## config.mk

```make
export PLATFORM = sky130hd
export DESIGN_NAME = bmf_setup_rw
export DESIGN_NICKNAME = d
export VERILOG_FILES = /design/src/bmf_pkg.sv /design/src/bmf_setup_rw.sv
export SDC_FILE = /design/constraint.sdc
export NUM_CORES = 1
export LEC_CHECK = 0
export BUFFER_PORTS_ARGS = -buffer_cell sky130_fd_sc_hd__buf_2
export CORE_MARGIN = 2
export CORE_UTILIZATION = 54
export CTS_CLUSTER_DIAMETER = 120
export DETAILED_ROUTE_END_ITERATION = 8
export PLACE_DENSITY = 0.79
export SLEW_MARGIN = 0
export SYNTH_ARGS = -nofsm -noshare
export SYNTH_HDL_FRONTEND = slang
export SYNTH_SLANG_ARGS = --single-unit
```

## constraint.sdc

```tcl
create_clock -name clock_i -period 4.5 [get_ports clock_i]
set_clock_uncertainty 0.2 [all_clocks]
set_input_delay 1.35 -clock clock_i [delete_from_list [all_inputs] [get_ports clock_i]]
set_output_delay 1.35 -clock clock_i [all_outputs]
set_load 0.05 [all_outputs]
```

## src/bmf_pkg.sv

```systemverilog
// bmf_pkg: shared constants and types for the bus-matching fifo front end
package bmf_pkg;

    localparam int BMF_DATA_W     = 36;
    localparam int BMF_WORD_W     = 18;
    localparam int BMF_BYTE_W     = 9;
    localparam int BMF_FIFO_DEPTH = 8;
    localparam int BMF_CNT_W      = $clog2(BMF_FIFO_DEPTH + 1);
    localparam int BMF_OFS_W      = 8;
    localparam int BMF_SER_BITS   = 2 * BMF_OFS_W;
    localparam int BMF_SCNT_W     = $clog2(BMF_SER_BITS + 1);

    localparam logic [BMF_OFS_W-1:0] BMF_PRESET_HI  = 8'h40;
    localparam logic [BMF_OFS_W-1:0] BMF_PRESET_MID = 8'h10;
    localparam logic [BMF_OFS_W-1:0] BMF_PRESET_LO  = 8'h08;
    localparam logic [BMF_OFS_W-1:0] BMF_OFS_RESET  = 8'h00;

    localparam logic [1:0] BMF_LAST_LONG = 2'h0;
    localparam logic [1:0] BMF_LAST_WORD = 2'h1;
    localparam logic [1:0] BMF_LAST_BYTE = 2'h3;

    typedef enum logic [1:0] {
        BMF_W_LONG = 2'h0,
        BMF_W_WORD = 2'h1,
        BMF_W_BYTE = 2'h2
    } bmf_width_e;

    typedef enum logic [2:0] {
        BMF_S_CFG    = 3'h0,
        BMF_S_MODE   = 3'h1,
        BMF_S_SERIAL = 3'h2,
        BMF_S_PROG   = 3'h3,
        BMF_S_RUN    = 3'h4
    } bmf_state_e;

endpackage

```

## src/bmf_setup_rw.sv

```systemverilog
// bmf_setup_rw: reset-time setup, port a write and port b read of the fifo
// Contract
// big-endian latched: high part leaves first
// little-endian latched: low part leaves first
// long-word port b ignores byte order
// timing mode sampled one edge after release; here sampled on the second edge after release, in BMF_S_MODE
// standard mode: every word needs a read
// fall-through: first word appears unrequested
// select input held static after reset
// preset offsets 64, 16 or 8 loaded
// first two writes load full, empty offsets
// parallel offset from port a low bits
// offsets kept within the legal range
// serial load, full offset first, gated
// serial load needs all offset bits
// input-ready low until serial load done
// port a drives only when selected reading
// fifo write needs full qualification
// port b drives when selected reading
// fifo read needs full qualification
// fall-through loads output when ready low
// standard mode loads output only on read
// writes and reads run independently
// reset held four clocks by host
// reset clears flags, ready after two clocks
// reserved flag patterns not applied
`timescale 1ns/1ps

module bmf_fifo #(
    parameter int WIDTH = 36,
    parameter int DEPTH = 8
) (
    input  wire logic                       clock_i,
    input  wire logic                       rst_n_i,
    input  wire logic                       ce_i,
    input  wire logic                       in_valid_i,
    output logic                            in_ready_o,
    input  wire logic [WIDTH-1:0]           in_data_i,
    output logic                            out_valid_o,
    input  wire logic                       out_ready_i,
    output logic [WIDTH-1:0]                out_data_o,
    output logic [$clog2(DEPTH+1)-1:0]      count_o
);
    localparam int PW = $clog2(DEPTH);
    localparam int CW = $clog2(DEPTH + 1);

    logic [WIDTH-1:0] mem [DEPTH];
    logic [PW-1:0]    wr_ptr;
    logic [PW-1:0]    rd_ptr;
    logic             push;
    logic             pop;

    assign in_ready_o  = count_o != CW'(DEPTH);
    assign out_valid_o = count_o != '0;
    assign out_data_o  = mem[rd_ptr];
    assign push        = in_valid_i && in_ready_o;
    assign pop         = out_valid_o && out_ready_i;

    always_ff @(posedge clock_i)
    begin
        if (ce_i && push)
            mem[wr_ptr] <= in_data_i;
    end

    always_ff @(posedge clock_i or negedge rst_n_i)
    begin
        if (!rst_n_i)
        begin
            wr_ptr  <= '0;
            rd_ptr  <= '0;
            count_o <= '0;
        end
        else if (ce_i)
        begin
            if (push)
                wr_ptr <= (wr_ptr == PW'(DEPTH - 1)) ? '0 : wr_ptr + 1'b1;
            if (pop)
                rd_ptr <= (rd_ptr == PW'(DEPTH - 1)) ? '0 : rd_ptr + 1'b1;
            count_o <= count_o + CW'(push) - CW'(pop);
        end
    end
endmodule // bmf_fifo

module bmf_setup_rw
    import bmf_pkg::*;
(
    input  wire logic                  clock_i,
    input  wire logic                  resetn_i,
    input  wire logic                  clock_en_i,
    input  wire logic                  byte_order_timing_select_i,
    input  wire logic                  preset_serial_select_n_i,
    input  wire logic                  flag_select0_serial_bit_i,
    input  wire logic                  flag_select1_shift_gate_n_i,
    input  wire logic [1:0]            portb_width_i,
    input  wire logic                  porta_select_n_i,
    input  wire logic                  porta_direction_i,
    input  wire logic                  a_port_transfer_gate_i,
    input  wire logic                  porta_mail_select_i,
    input  wire logic [BMF_DATA_W-1:0] porta_data_i,
    output logic      [BMF_DATA_W-1:0] porta_data_o,
    output logic                       porta_data_oe_n_o,
    input  wire logic                  portb_select_n_i,
    input  wire logic                  portb_direction_i,
    input  wire logic                  b_port_transfer_gate_i,
    input  wire logic                  portb_mail_select_i,
    output logic      [BMF_DATA_W-1:0] portb_data_o,
    output logic                       portb_data_oe_n_o,
    output logic                       full_or_input_ready_o,
    output logic                       empty_or_output_ready_o,
    output logic                       fall_through_mode_o,
    output logic                       big_endian_o,
    output logic      [BMF_OFS_W-1:0]  almost_full_offset_o,
    output logic      [BMF_OFS_W-1:0]  almost_empty_offset_o
);
    logic [1:0]             rst_sync;
    logic                   rst_n;
    bmf_state_e             state;
    bmf_state_e             next_state;
    logic                   method_par;
    logic                   method_ser;
    logic                   prog_second;
    logic [BMF_SER_BITS-1:0] ser_shift;
    logic [BMF_SCNT_W-1:0]  ser_count;
    logic                   wr_sel;
    logic                   write_ok;
    logic                   rd_sel;
    logic                   read_ok;
    logic                   push;
    logic                   pop;
    logic                   fifo_in_ready;
    logic                   fifo_valid;
    logic [BMF_DATA_W-1:0]  fifo_data;
    logic [BMF_CNT_W-1:0]   count;
    logic [BMF_CNT_W-1:0]   next_count;
    logic [BMF_DATA_W-1:0]  out_word;
    logic [1:0]             sub;
    logic [1:0]             last_idx;
    logic                   have_word;
    logic                   lanes_left;
    logic                   load_out;
    logic                   step_out;
    logic                   next_hold;
    logic                   next_lanes_left;
    bmf_width_e             width;

    function automatic logic [BMF_DATA_W-1:0] lane_of(
        input logic [BMF_DATA_W-1:0] w,
        input bmf_width_e            wd,
        input logic                  big,
        input logic [1:0]            idx
    );
        logic [1:0]            k;
        logic [BMF_DATA_W-1:0] r;
        r = '0;
        k = idx;
        case (wd)
            BMF_W_WORD:
            begin
                k = big ? BMF_LAST_WORD - idx : idx;
                r[BMF_WORD_W-1:0] = w[int'(k[0]) * BMF_WORD_W +: BMF_WORD_W];
            end
            BMF_W_BYTE:
            begin
                k = big ? BMF_LAST_BYTE - idx : idx;
                r[BMF_BYTE_W-1:0] = w[int'(k) * BMF_BYTE_W +: BMF_BYTE_W];
            end
            default: r = w;
        endcase
        return r;
    endfunction

    // release the asynchronous reset through two flops
    always_ff @(posedge clock_i or negedge resetn_i)
    begin
        if (!resetn_i)
            rst_sync <= 2'b00;
        else
            rst_sync <= {rst_sync[0], 1'b1};
    end
    assign rst_n = rst_sync[1];

    assign width    = (portb_width_i == BMF_W_WORD) ? BMF_W_WORD :
                      (portb_width_i == BMF_W_BYTE) ? BMF_W_BYTE : BMF_W_LONG;
    assign last_idx = (width == BMF_W_WORD) ? BMF_LAST_WORD :
                      (width == BMF_W_BYTE) ? BMF_LAST_BYTE : BMF_LAST_LONG;

    assign wr_sel   = !porta_select_n_i && porta_direction_i &&
                      a_port_transfer_gate_i && !porta_mail_select_i;
    assign write_ok = wr_sel && full_or_input_ready_o;
    assign push     = write_ok && state == BMF_S_RUN;
    assign rd_sel   = !portb_select_n_i && portb_direction_i &&
                      b_port_transfer_gate_i && !portb_mail_select_i;
    assign read_ok  = rd_sel && empty_or_output_ready_o;

    assign lanes_left = have_word && sub != last_idx;
    // fall-through pulls a word whenever the output register is stale
    assign load_out = fifo_valid &&
                      ((fall_through_mode_o && !empty_or_output_ready_o) ||
                       (read_ok && !lanes_left));
    assign step_out = read_ok && lanes_left;
    assign pop      = load_out;

    bmf_fifo #(
        .WIDTH (BMF_DATA_W),
        .DEPTH (BMF_FIFO_DEPTH)
    ) u_fifo (
        .clock_i     (clock_i),
        .rst_n_i     (rst_n),
        .ce_i        (clock_en_i),
        .in_valid_i  (push),
        .in_ready_o  (fifo_in_ready),
        .in_data_i   (porta_data_i),
        .out_valid_o (fifo_valid),
        .out_ready_i (pop),
        .out_data_o  (fifo_data),
        .count_o     (count)
    );

    always_comb
    begin
        next_state = state;
        unique case (state)
            BMF_S_CFG:    next_state = BMF_S_MODE;
            BMF_S_MODE:   next_state = method_par ? BMF_S_PROG :
                                       method_ser ? BMF_S_SERIAL : BMF_S_RUN;
            BMF_S_SERIAL: if (ser_count == BMF_SCNT_W'(BMF_SER_BITS))
                              next_state = BMF_S_RUN;
            BMF_S_PROG:   if (write_ok && prog_second)
                              next_state = BMF_S_RUN;
            BMF_S_RUN:    next_state = BMF_S_RUN;
            default:      next_state = BMF_S_CFG;
        endcase
    end

    always_comb
    begin
        next_count      = count + BMF_CNT_W'(push) - BMF_CNT_W'(pop);
        next_hold       = empty_or_output_ready_o;
        next_lanes_left = lanes_left;
        if (load_out)
        begin
            next_hold       = 1'b1;
            next_lanes_left = last_idx != BMF_LAST_LONG;
        end
        else if (step_out)
            next_lanes_left = (sub + 2'h1) != last_idx;
        else if (read_ok && fall_through_mode_o)
            next_hold = 1'b0;
    end

    // configuration straps are caught on the first edges after release
    always_ff @(posedge clock_i or negedge rst_n)
    begin
        if (!rst_n)
        begin
            state                 <= BMF_S_CFG;
            big_endian_o          <= 1'b0;
            fall_through_mode_o   <= 1'b0;
            method_par            <= 1'b0;
            method_ser            <= 1'b0;
            prog_second           <= 1'b0;
            ser_shift             <= '0;
            ser_count             <= '0;
            almost_full_offset_o  <= BMF_OFS_RESET;
            almost_empty_offset_o <= BMF_OFS_RESET;
        end
        else if (clock_en_i)
        begin
            state <= next_state;
            unique case (state)
                BMF_S_CFG:
                begin
                    big_endian_o <= byte_order_timing_select_i;
                    method_par <= preset_serial_select_n_i &&
                                  !flag_select1_shift_gate_n_i &&
                                  !flag_select0_serial_bit_i;
                    method_ser <= !preset_serial_select_n_i &&
                                  flag_select1_shift_gate_n_i &&
                                  !flag_select0_serial_bit_i;
                    if (preset_serial_select_n_i)
                    begin
                        if (flag_select1_shift_gate_n_i &&
                            flag_select0_serial_bit_i)
                        begin
                            almost_full_offset_o  <= BMF_PRESET_HI;
                            almost_empty_offset_o <= BMF_PRESET_HI;
                        end
                        else if (flag_select1_shift_gate_n_i)
                        begin
                            almost_full_offset_o  <= BMF_PRESET_MID;
                            almost_empty_offset_o <= BMF_PRESET_MID;
                        end
                        else if (flag_select0_serial_bit_i)
                        begin
                            almost_full_offset_o  <= BMF_PRESET_LO;
                            almost_empty_offset_o <= BMF_PRESET_LO;
                        end
                    end
                end
                BMF_S_MODE:
                    fall_through_mode_o <= !byte_order_timing_select_i;
                BMF_S_SERIAL:
                begin
                    if (ser_count == BMF_SCNT_W'(BMF_SER_BITS))
                    begin
                        almost_full_offset_o  <=
                            ser_shift[BMF_SER_BITS-1:BMF_OFS_W];
                        almost_empty_offset_o <= ser_shift[BMF_OFS_W-1:0];
                    end
                    else if (!flag_select1_shift_gate_n_i)
                    begin
                        ser_shift <= {ser_shift[BMF_SER_BITS-2:0],
                                      flag_select0_serial_bit_i};
                        ser_count <= ser_count + 1'b1;
                    end
                end
                BMF_S_PROG:
                    if (write_ok)
                    begin
                        prog_second <= 1'b1;
                        if (prog_second)
                            almost_empty_offset_o <=
                                porta_data_i[BMF_OFS_W-1:0];
                        else
                            almost_full_offset_o <=
                                porta_data_i[BMF_OFS_W-1:0];
                    end
                BMF_S_RUN: ;
                default: ;
            endcase
        end
    end

    // input-ready only rises once a state that accepts writes is reached
    always_ff @(posedge clock_i or negedge rst_n)
    begin
        if (!rst_n)
            full_or_input_ready_o <= 1'b0;
        else if (clock_en_i)
            full_or_input_ready_o <= (next_state == BMF_S_PROG ||
                                      next_state == BMF_S_RUN) &&
                                     next_count <
                                     BMF_CNT_W'(BMF_FIFO_DEPTH);
    end

    // output register and port b lane walk
    always_ff @(posedge clock_i or negedge rst_n)
    begin
        if (!rst_n)
        begin
            empty_or_output_ready_o <= 1'b0;
            out_word                <= '0;
            sub                     <= 2'h0;
            have_word               <= 1'b0;
            portb_data_o            <= '0;
        end
        else if (clock_en_i)
        begin
            if (load_out)
            begin
                out_word     <= fifo_data;
                sub          <= 2'h0;
                have_word    <= 1'b1;
                portb_data_o <= lane_of(fifo_data, width, big_endian_o,
                                        2'h0);
            end
            else if (step_out)
            begin
                sub          <= sub + 2'h1;
                portb_data_o <= lane_of(out_word, width, big_endian_o,
                                        sub + 2'h1);
            end
            empty_or_output_ready_o <= fall_through_mode_o ? next_hold :
                                       (next_lanes_left ||
                                        next_count != '0);
        end
    end

    // pin enables follow the selects one edge later
    always_ff @(posedge clock_i or negedge rst_n)
    begin
        if (!rst_n)
        begin
            porta_data_oe_n_o <= 1'b1;
            portb_data_oe_n_o <= 1'b1;
            porta_data_o      <= '0;
        end
        else if (clock_en_i)
        begin
            porta_data_oe_n_o <= porta_select_n_i || porta_direction_i;
            portb_data_oe_n_o <= portb_select_n_i || !portb_direction_i;
            porta_data_o      <= '0;
        end
    end
endmodule // bmf_setup_rw

```

==> out/results.tsv, run 1 <==
stage	metric	value	unit
timing	setup_viol	0	
timing	rsz0062_at_grt	no	
timing	period_needed	3.69	ns
final_layout	multi_input_area	5770	um^2
placement	dp_hpwl	24800	um
detailed_routing	num_vias	11000	
synthesis	synth_ff_type	edfxtp_1	
synthesis	yosysMostFrequentCell	edfxtp_1	
global_routing	grt_max_degree	74	
timing	hold_violations	0	
detailed_routing	drc	0	
floorplanning	initial_core_util	54.9	%
synthesis	netlist_top_cells_count	288 x edfxtp_1, 134 x dfrtp_1, 77 x o21ai_0	
final_layout	fillers	2372	
synthesis	netlist_area	18400	um^2
global_routing	grt_pass1_wl	63000	um
detailed_routing	drtIter0Drc	1064	
floorplanning	core_region_area	33500	um^2
synthesis	seq_area_frac_synth	65.5	%
final_layout	syn_to_final_growth	13.2	%
synthesis	synth_cell_types	73	
synthesis	ys_warn_count	0	
synthesis	syn_area_per_cell	15.3	um^2
setup_path	cp_data_arrival_time	3.91	ns
power_and_ir_drop	leakagePower	7.69	nW
floorplanning	die_w	189	um
placement	dpl-instance-area	19400	um^2
floorplanning	fp.dieH	189	um
setup_path	start_kind	primary input	
detailed_routing	first_pass_iters	6	
clock_network	cts_resized	0	
setup_path	end_kind	flop	
clock_network	htreeDepth	2	
flow_run	drv_cap	0	
clock_network	clock_sinks	424	
global_routing	grt_util_all_layers	23.1	%
synthesis	async_flop_share	32.1	%
global_routing	grt-ovfl-total	0	
detailed_routing	top_layer	met5	
synthesis	postSynthCellCount	1206	
floorplanning	io_pins	147	
detailed_routing	wirelength	40900	um
hold_path	hp-class	reg2reg	
clock_network	post_cts_buffers	0	
timing	worst_pin_slew	0.995	ns
clock_network	max-clock-path-buffers	3	
clock_network	clock-root-buffer	clkbuf_16	
synthesis	synthTopCellsByArea	edfxtp_1 47%, dfrtp_1 18%, mux4_2 7.7%	
placement	numPortBuffers	110	
power_and_ir_drop	power-per-cell-area	626	nW/um^2
setup_path	path_class	in2reg	
final_layout	drive_above_1_share	26.5	%
detailed_routing	drt-met1-wl	16600	um
synthesis	synth_edf_count	288	
outcome	outcome	finished clean	
power_and_ir_drop	p_total	13.0	mW
setup_path	worstPathRequired	4.72	ns
final_layout	layout.nets	1389	
detailed_routing	wl_met3	3460	um
clock_network	tritoncts	yes	
setup_path	slowest_stage	fa_1	
floorplanning	fp.dieArea	35600	um^2
global_routing	antenna_found_initial	8	
timing	timing.slew.headroom	33.7	%
clock_network	hold_buffers	0	
synthesis	yosys.area.top_type	edfxtp_1	
final_layout	fin_area	20800	um^2
clock_network	clk_pin_slew_worst_paths	0.07	ns
synthesis	ys_ff_latch	424	
placement	gp_congestion	0.859	
clock_network	clkLatencyLatePin	0.54	ns
timing	fmax	271	MHz
synthesis	synth.top_cell.area_share	47.0	%
timing	slew_viol_final	0	
setup_path	path_cells	buf_2, inv_1, ha_1, xnor2_1, o21ai_1, a31oi_4, inv_2, ha_1, inv_1, ha_1, inv_1, fa_1, xor2_1, nand3b_1, a311oi_1, o21ai_1	
final_layout	seq_area	12100	um^2
clock_network	cts_buffers	43	
detailed_routing	post_drt_wl_per_cell	22.7	um
setup_path	crit_fanout	3	
detailed_routing	via_per_inst	6.10	
floorplanning	row_count	67	
detailed_routing	dr_wl_met2	19600	um
detailed_routing	drtAntennaViolNets	0	
setup_path	critPathMaxStageDelay	0.37	ns
timing	fin_crit_sh	82.0	%
power_and_ir_drop	peakVddDrop	325	uV
global_routing	grt_pass1_vias	10800	
[placed cells by master, fill, tap and decap left out, types with 15 or more instances in the layout]
| cell | n |
|---|---|
| mux2i_1 | 47 |
| o21ai_0 | 77 |
| conb_1 | 37 |
| mux2_2 | 50 |
| ha_1 | 16 |
| edfxtp_1 | 288 |
| nand2b_1 | 21 |
| inv_1 | 28 |
| a21oi_1 | 40 |
| buf_4 | 21 |
| a22oi_1 | 15 |
| dfrtp_1 | 130 |
| o31ai_1 | 15 |
| and2_1 | 18 |
| clkbuf_16 | 44 |
| nand2_1 | 51 |
| nor2_1 | 44 |
| mux4_2 | 63 |
| buf_2 | 110 |
| o211ai_1 | 16 |
[layer usage]
metal  vias up  global-route usage [%]
li1       4796                       -
met1      5540                    31.9
met2       573                    36.7
met3        97                    4.67
met4         4                    8.26
met5         -                       0
[registers in the layout (all words and copies together) (netlist names), 3 cells and up]
register	count
almost_empty_offset_o	8
almost_full_offset_o	8
out_word	36
portb_data_o	36
ser_count	5
ser_shift	16
state	3
u_fifo.count_o	4
u_fifo.mem	288
u_fifo.rd_ptr	3
u_fifo.wr_ptr	3
[cells by family (layout without fill, tap and decap cells)]
group	after synthesis	in the layout	synth area share, %
XOR/XNOR	11	11	0.564
buffers and inverters	137	247	4.24
AND/OR/NAND/NOR	199	199	5.51
other	2	42	0.0408
multiplexers	165	165	13.7
AO/OA/AOI/OAI	250	250	9.15
flip-flops	424	424	65.5
adder cells (fa/ha/maj)	18	18	1.31
[final timing paths]
check | startpoint | cells past startpoint | slack [ns] | endpoint
setup / recovery | portb_width_i[0] | 16 | 0.81 | empty_or_output_ready_o$_DFFE_PN0P_
hold / removal | rst_sync[0]$_DFF_PN0_ | 0 | 0.16 | rst_sync[1]$_DFF_PN0_
setup reg to reg | u_fifo.count_o[2]$_DFFE_PN0P_ | 15 | 1.15 | empty_or_output_ready_o$_DFFE_PN0P_
hold reg to reg | rst_sync[0]$_DFF_PN0_ | 0 | 0.16 | rst_sync[1]$_DFF_PN0_
max in group asynchronous | rst_sync[1]$_DFF_PN0_ | 1 | 2.73 | u_fifo.rd_ptr[2]$_DFFE_PN0P_
min in group asynchronous | rst_sync[1]$_DFF_PN0_ | 0 | 0.27 | ser_shift[9]$_DFFE_PN0P_
[per-stage QoR]
stage / utilization, % / std cells / hold WS (ns) / setup WS, ns / TNS, ns
floorplan: - / 1241 / 0.131 / -0.0599 / -4.32
global placement: 57.8 / 1721 / 0.138 / 0.368 / 0
detailed placement: 57.8 / 1721 / 0.161 / 0.308 / 0
CTS: 62.1 / 1799 / 0.174 / 0.840 / 0
global route: 62.1 / 1802 / 0.183 / 0.576 / 0
finish: 62.2 / 1804 / 0.163 / 0.811 / 0
[layout make-up]
cell class | instances | share of cell area, %
clock buffers | 52 | 5.57
repair buffers | 140 | 4.26
inverters | 29 | 0.522
flip-flops and latches | 424 | 57.9
multi-input cells | 680 | 27.7
diodes | 5 | 0.0600
clock inverters | 26 | 1.31
well taps | 448 | 2.69
[report_power, final]
group	switching [mW]	total (mW)	internal, mW	leakage [nW]
Combinational	2.61	4.16	1.55	2.66
Clock	1.47	3.60	2.13	0.695
Sequential	0.645	5.28	4.64	4.34
[worst max-delay path: cells and delay by family]
family | cells | cell delay, ns
buffers and inverters | 5 | 0.32
AO/OA/AOI/OAI | 4 | 0.69
XOR/XNOR | 2 | 0.35
adder cells (fa/ha/maj) | 4 | 1.12
AND/OR/NAND/NOR | 1 | 0.10
Power figures use the tool's default switching activity.
==> run 2, diff against run 1 <==
--- a/config.mk
+++ b/config.mk
@@ -7,10 +7,10 @@
 export LEC_CHECK = 0
 export BUFFER_PORTS_ARGS = -buffer_cell sky130_fd_sc_hd__buf_2
 export CORE_MARGIN = 2
-export CORE_UTILIZATION = 54
+export CORE_UTILIZATION = 60
 export CTS_CLUSTER_DIAMETER = 120
 export DETAILED_ROUTE_END_ITERATION = 8
-export PLACE_DENSITY = 0.79
+export PLACE_DENSITY = 0.83
 export SLEW_MARGIN = 0
 export SYNTH_ARGS = -nofsm -noshare
 export SYNTH_HDL_FRONTEND = slang
==> constraint.sdc (replaced) <==
create_clock -name clock_i -period 3.6 [get_ports clock_i]
set_clock_uncertainty 0.2 [all_clocks]
set_input_delay 1.08 -clock clock_i [delete_from_list [all_inputs] [get_ports clock_i]]
set_output_delay 1.08 -clock clock_i [all_outputs]
set_load 0.05 [all_outputs]
==> run 2 against run 1 <==
Effect of this change:
- power rose by 30%
- global-route usage rose by 4.1 points
- sequential power rose by 24%
- sequential share of layout area fell by 1.0 points
- via count rose by 1.6%
- critical endpoint unchanged
==> out/results.tsv, run 2 (synthesis results as in run 1) <==
stage	metric	value	unit	change
clock_network	htreeDepth	2		unchanged
detailed_routing	post_drt_wl_per_cell	24.0	um	was 22.7 um
timing	rsz0062_at_grt	no		unchanged
power_and_ir_drop	peakVddDrop	525	uV	was 325 uV
final_layout	final_common_cell	edfxtp_1		unchanged
flow_run	drv_cap	0		unchanged
detailed_routing	num_vias	11200		was 11000
global_routing	grt_pass1_wl	65200	um	was 63000 um
clock_network	tritoncts	yes		unchanged
floorplanning	fp.dieArea	32100	um^2	was 35600 um^2
timing	worst_pin_slew	1.26	ns	was 0.995 ns
global_routing	antenna_found_initial	3		was 8
global_routing	grt_util_all_layers	27.2	%	was 23.1%
clock_network	post_cts_buffers	0		unchanged
detailed_routing	drtIter0Drc	1236		was 1064
power_and_ir_drop	internal_power	10.8	mW	was 8.32 mW
global_routing	grt-ovfl-total	0		unchanged
clock_network	clkLatencyLatePin	0.54	ns	about the same
setup_path	start_kind	flop		was primary input
placement	dp_hpwl	26000	um	was 24800 um
global_routing	grt_pass1_vias	11300		was 10800
clock_network	max-clock-path-buffers	3		unchanged
final_layout	top_register	u_fifo.mem		unchanged
clock_network	clock-root-buffer	clkbuf_16		unchanged
setup_path	path_class	reg2reg		was in2reg
setup_path	end_kind	flop		unchanged
power_and_ir_drop	p_sw	6.06	mW	was 4.72 mW
global_routing	grt_max_degree	58		was 74
power_and_ir_drop	power_frac_comb	32.7	%	was 31.9%
power_and_ir_drop	power_switching_share	35.9	%	was 36.2%
setup_path	critPathBufInv	4		was 5
timing	tns	0	ns	unchanged
hold_path	hp-class	in2async		was reg2reg
final_layout	fillers	1903		was 2372
final_layout	layout.nets	1411		was 1389
setup_path	worstPathRequired	3.81	ns	was 4.72 ns
placement	gp_congestion	0.844		was 0.859
final_layout	syn_to_final_growth	15.2	%	was 13.2%
final_layout	fin_area	21200	um^2	was 20800 um^2
setup_path	cp_data_arrival_time	3.49	ns	was 3.91 ns
power_and_ir_drop	clkPwrFrac	28.5	%	was 27.6%
detailed_routing	drc	0		unchanged
floorplanning	row_count	64		was 67
power_and_ir_drop	pwr-share-seq	38.8	%	was 40.5%
clock_network	hold_buffers	0		unchanged
final_layout	multi_input_area	5890	um^2	was 5770 um^2
timing	fmax	305	MHz	
floorplanning	io_pins	147		unchanged
floorplanning	die_w	179	um	was 189 um
timing	setup_ws	0.322	ns	was 0.811 ns
timing	setup_viol	0		unchanged
placement	pre_cts_ws	-0.195	ns	was 0.308 ns
final_layout	largest_reg_flops	288		unchanged
detailed_routing	first_pass_iters	6		unchanged
final_layout	most-common-layout-cells	288 x edfxtp_1, 130 x dfrtp_1, 110 x buf_2, 77 x o21ai_0, 63 x mux4_2		unchanged
clock_network	clock_sinks	424		unchanged
setup_path	crit_fanout	4		was 3
power_and_ir_drop	p_total	16.9	mW	was 13.0 mW
placement	dp.cells	1692		was 1721
detailed_routing	wirelength	42400	um	was 40900 um
timing	hold_violations	0		unchanged
timing	timing.slew.headroom	16.1	%	was 33.7%
timing	slew_viol_final	0		unchanged
power_and_ir_drop	leakagePower	7.88	nW	was 7.69 nW
placement	dpl-instance-area	19700	um^2	was 19400 um^2
floorplanning	core_region_area	30400	um^2	was 33500 um^2
power_and_ir_drop	power-per-cell-area	796	nW/um^2	was 626 nW/um^2
setup_path	slowest_stage	or3b_4		was fa_1
setup_path	cpMostUsedCell	inv_2		
outcome	outcome	finished clean		unchanged
clock_network	clk_pin_slew_worst_paths	0.06	ns	was 0.07 ns
floorplanning	initial_core_util	60.5	%	was 54.9%
final_layout	largestRegisters	u_fifo.mem x288, out_word x36, portb_data_o x36		unchanged
clock_network	cts_buffers	42		was 43
setup_path	critPathMaxStageDelay	0.42	ns	was 0.37 ns
clock_network	cts_resized	0		unchanged
timing	fin_crit_sh	91.1	%	
final_layout	seq_area	12100	um^2	unchanged
detailed_routing	via_per_inst	6.32		was 6.10
placement	numPortBuffers	110		unchanged
final_layout	drive_above_1_share	29.2	%	was 26.5%
setup_path	path_cells	inv_1, ha_1, or3b_4, and3b_4, a31oi_4, inv_2, ha_4, inv_2, ha_4, inv_2, fa_2, xor2_1, nand3b_1, a311oi_1, o21ai_1		was buf_2, inv_1, ha_1, xnor2_1, o21ai_1, a31oi_4, inv_2, ha_1, inv_1, ha_1, inv_1, fa_1, xor2_1, nand3b_1, a311oi_1, o21ai_1
timing	period_needed	3.28	ns	
floorplanning	fp.dieH	179	um	was 189 um
setup_path	cp_top_family	adder cells		unchanged
detailed_routing	drtAntennaViolNets	0		unchanged
final_layout	final_cells	1771		was 1804
==> run 2: cell types whose count changed in the layout (fill, tap and decap cells not counted), sizes merged <==
| cell | previous run | this run |
|---|---|---|
| clkinvlp | 4 | 3 |
| bufinv | 5 | 10 |
| inv | 30 | 31 |
| buf | 140 | 163 |
| clkbuf | 52 | 50 |
| diode | 5 | 1 |
| clkinv | 16 | 13 |
==> run 2: path summary, 6_finish.rpt <==
check	startpoint	end	slack [ns]	depth (start not counted)
worst max-delay path	u_fifo.count_o[2]$_DFFE_PN0P_	empty_or_output_ready_o$_DFFE_PN0P_	0.32	15
min in group clock_i	rst_sync[0]$_DFF_PN0_	rst_sync[1]$_DFF_PN0_	0.15	0
worst min-delay path	resetn_i	rst_sync[1]$_DFF_PN0_	0.12	1
worst max register to register	u_fifo.count_o[2]$_DFFE_PN0P_	empty_or_output_ready_o$_DFFE_PN0P_	0.32	15
max in group asynchronous	rst_sync[1]$_DFF_PN0_	portb_data_o[3]$_DFFE_PN0P_	2.03	2
worst min register to register	rst_sync[1]$_DFF_PN0_	almost_empty_offset_o[6]$_DFFE_PN0P_	0.12	0
==> run 2: layer usage <==
metal,global-route usage [%],part of all wire [%],vias to the layer above
met5,0,0.033,-
met4,9.04,3.2,4
met3,6.59,9.3,108
met2,43.5,48,609
met1,37.2,39,5639
li1,-,-,4827
==> run 2: power by group through the flow <==
stage | combinational (mW) | sequential, mW | clock [mW]
detailed placement | 5.41 | 6.63 | 0
CTS | 5.48 | 6.54 | 4.85
finish | 5.52 | 6.55 | 4.81
floorplan | 3.44 | 7.16 | 0
global route | 5.92 | 6.63 | 5.04
global placement | 5.25 | 6.60 | 0
==> run 2: final cells by class <==
| cell class | instances | area share [%] |
|---|---|---|
| sequential | 424 | 56.9 |
| multi-input combinational | 680 | 27.8 |
| clock buffer | 50 | 5.24 |
| timing repair buffer | 163 | 5.24 |
| tap | 396 | 2.34 |
| clock inverter | 28 | 1.98 |
| inverter | 29 | 0.537 |
| antenna | 1 | 0.0118 |
==> run 2: per-stage QoR <==
stage	util, %	hold slack (ns)
6_report	69.7	0.116
5_1_grt	69.7	0.109
4_1_cts	69.7	0.105
3_5_place_dp	64.7	0.143
3_3_place_gp	64.7	0.138
2_1_floorplan	-	0.131
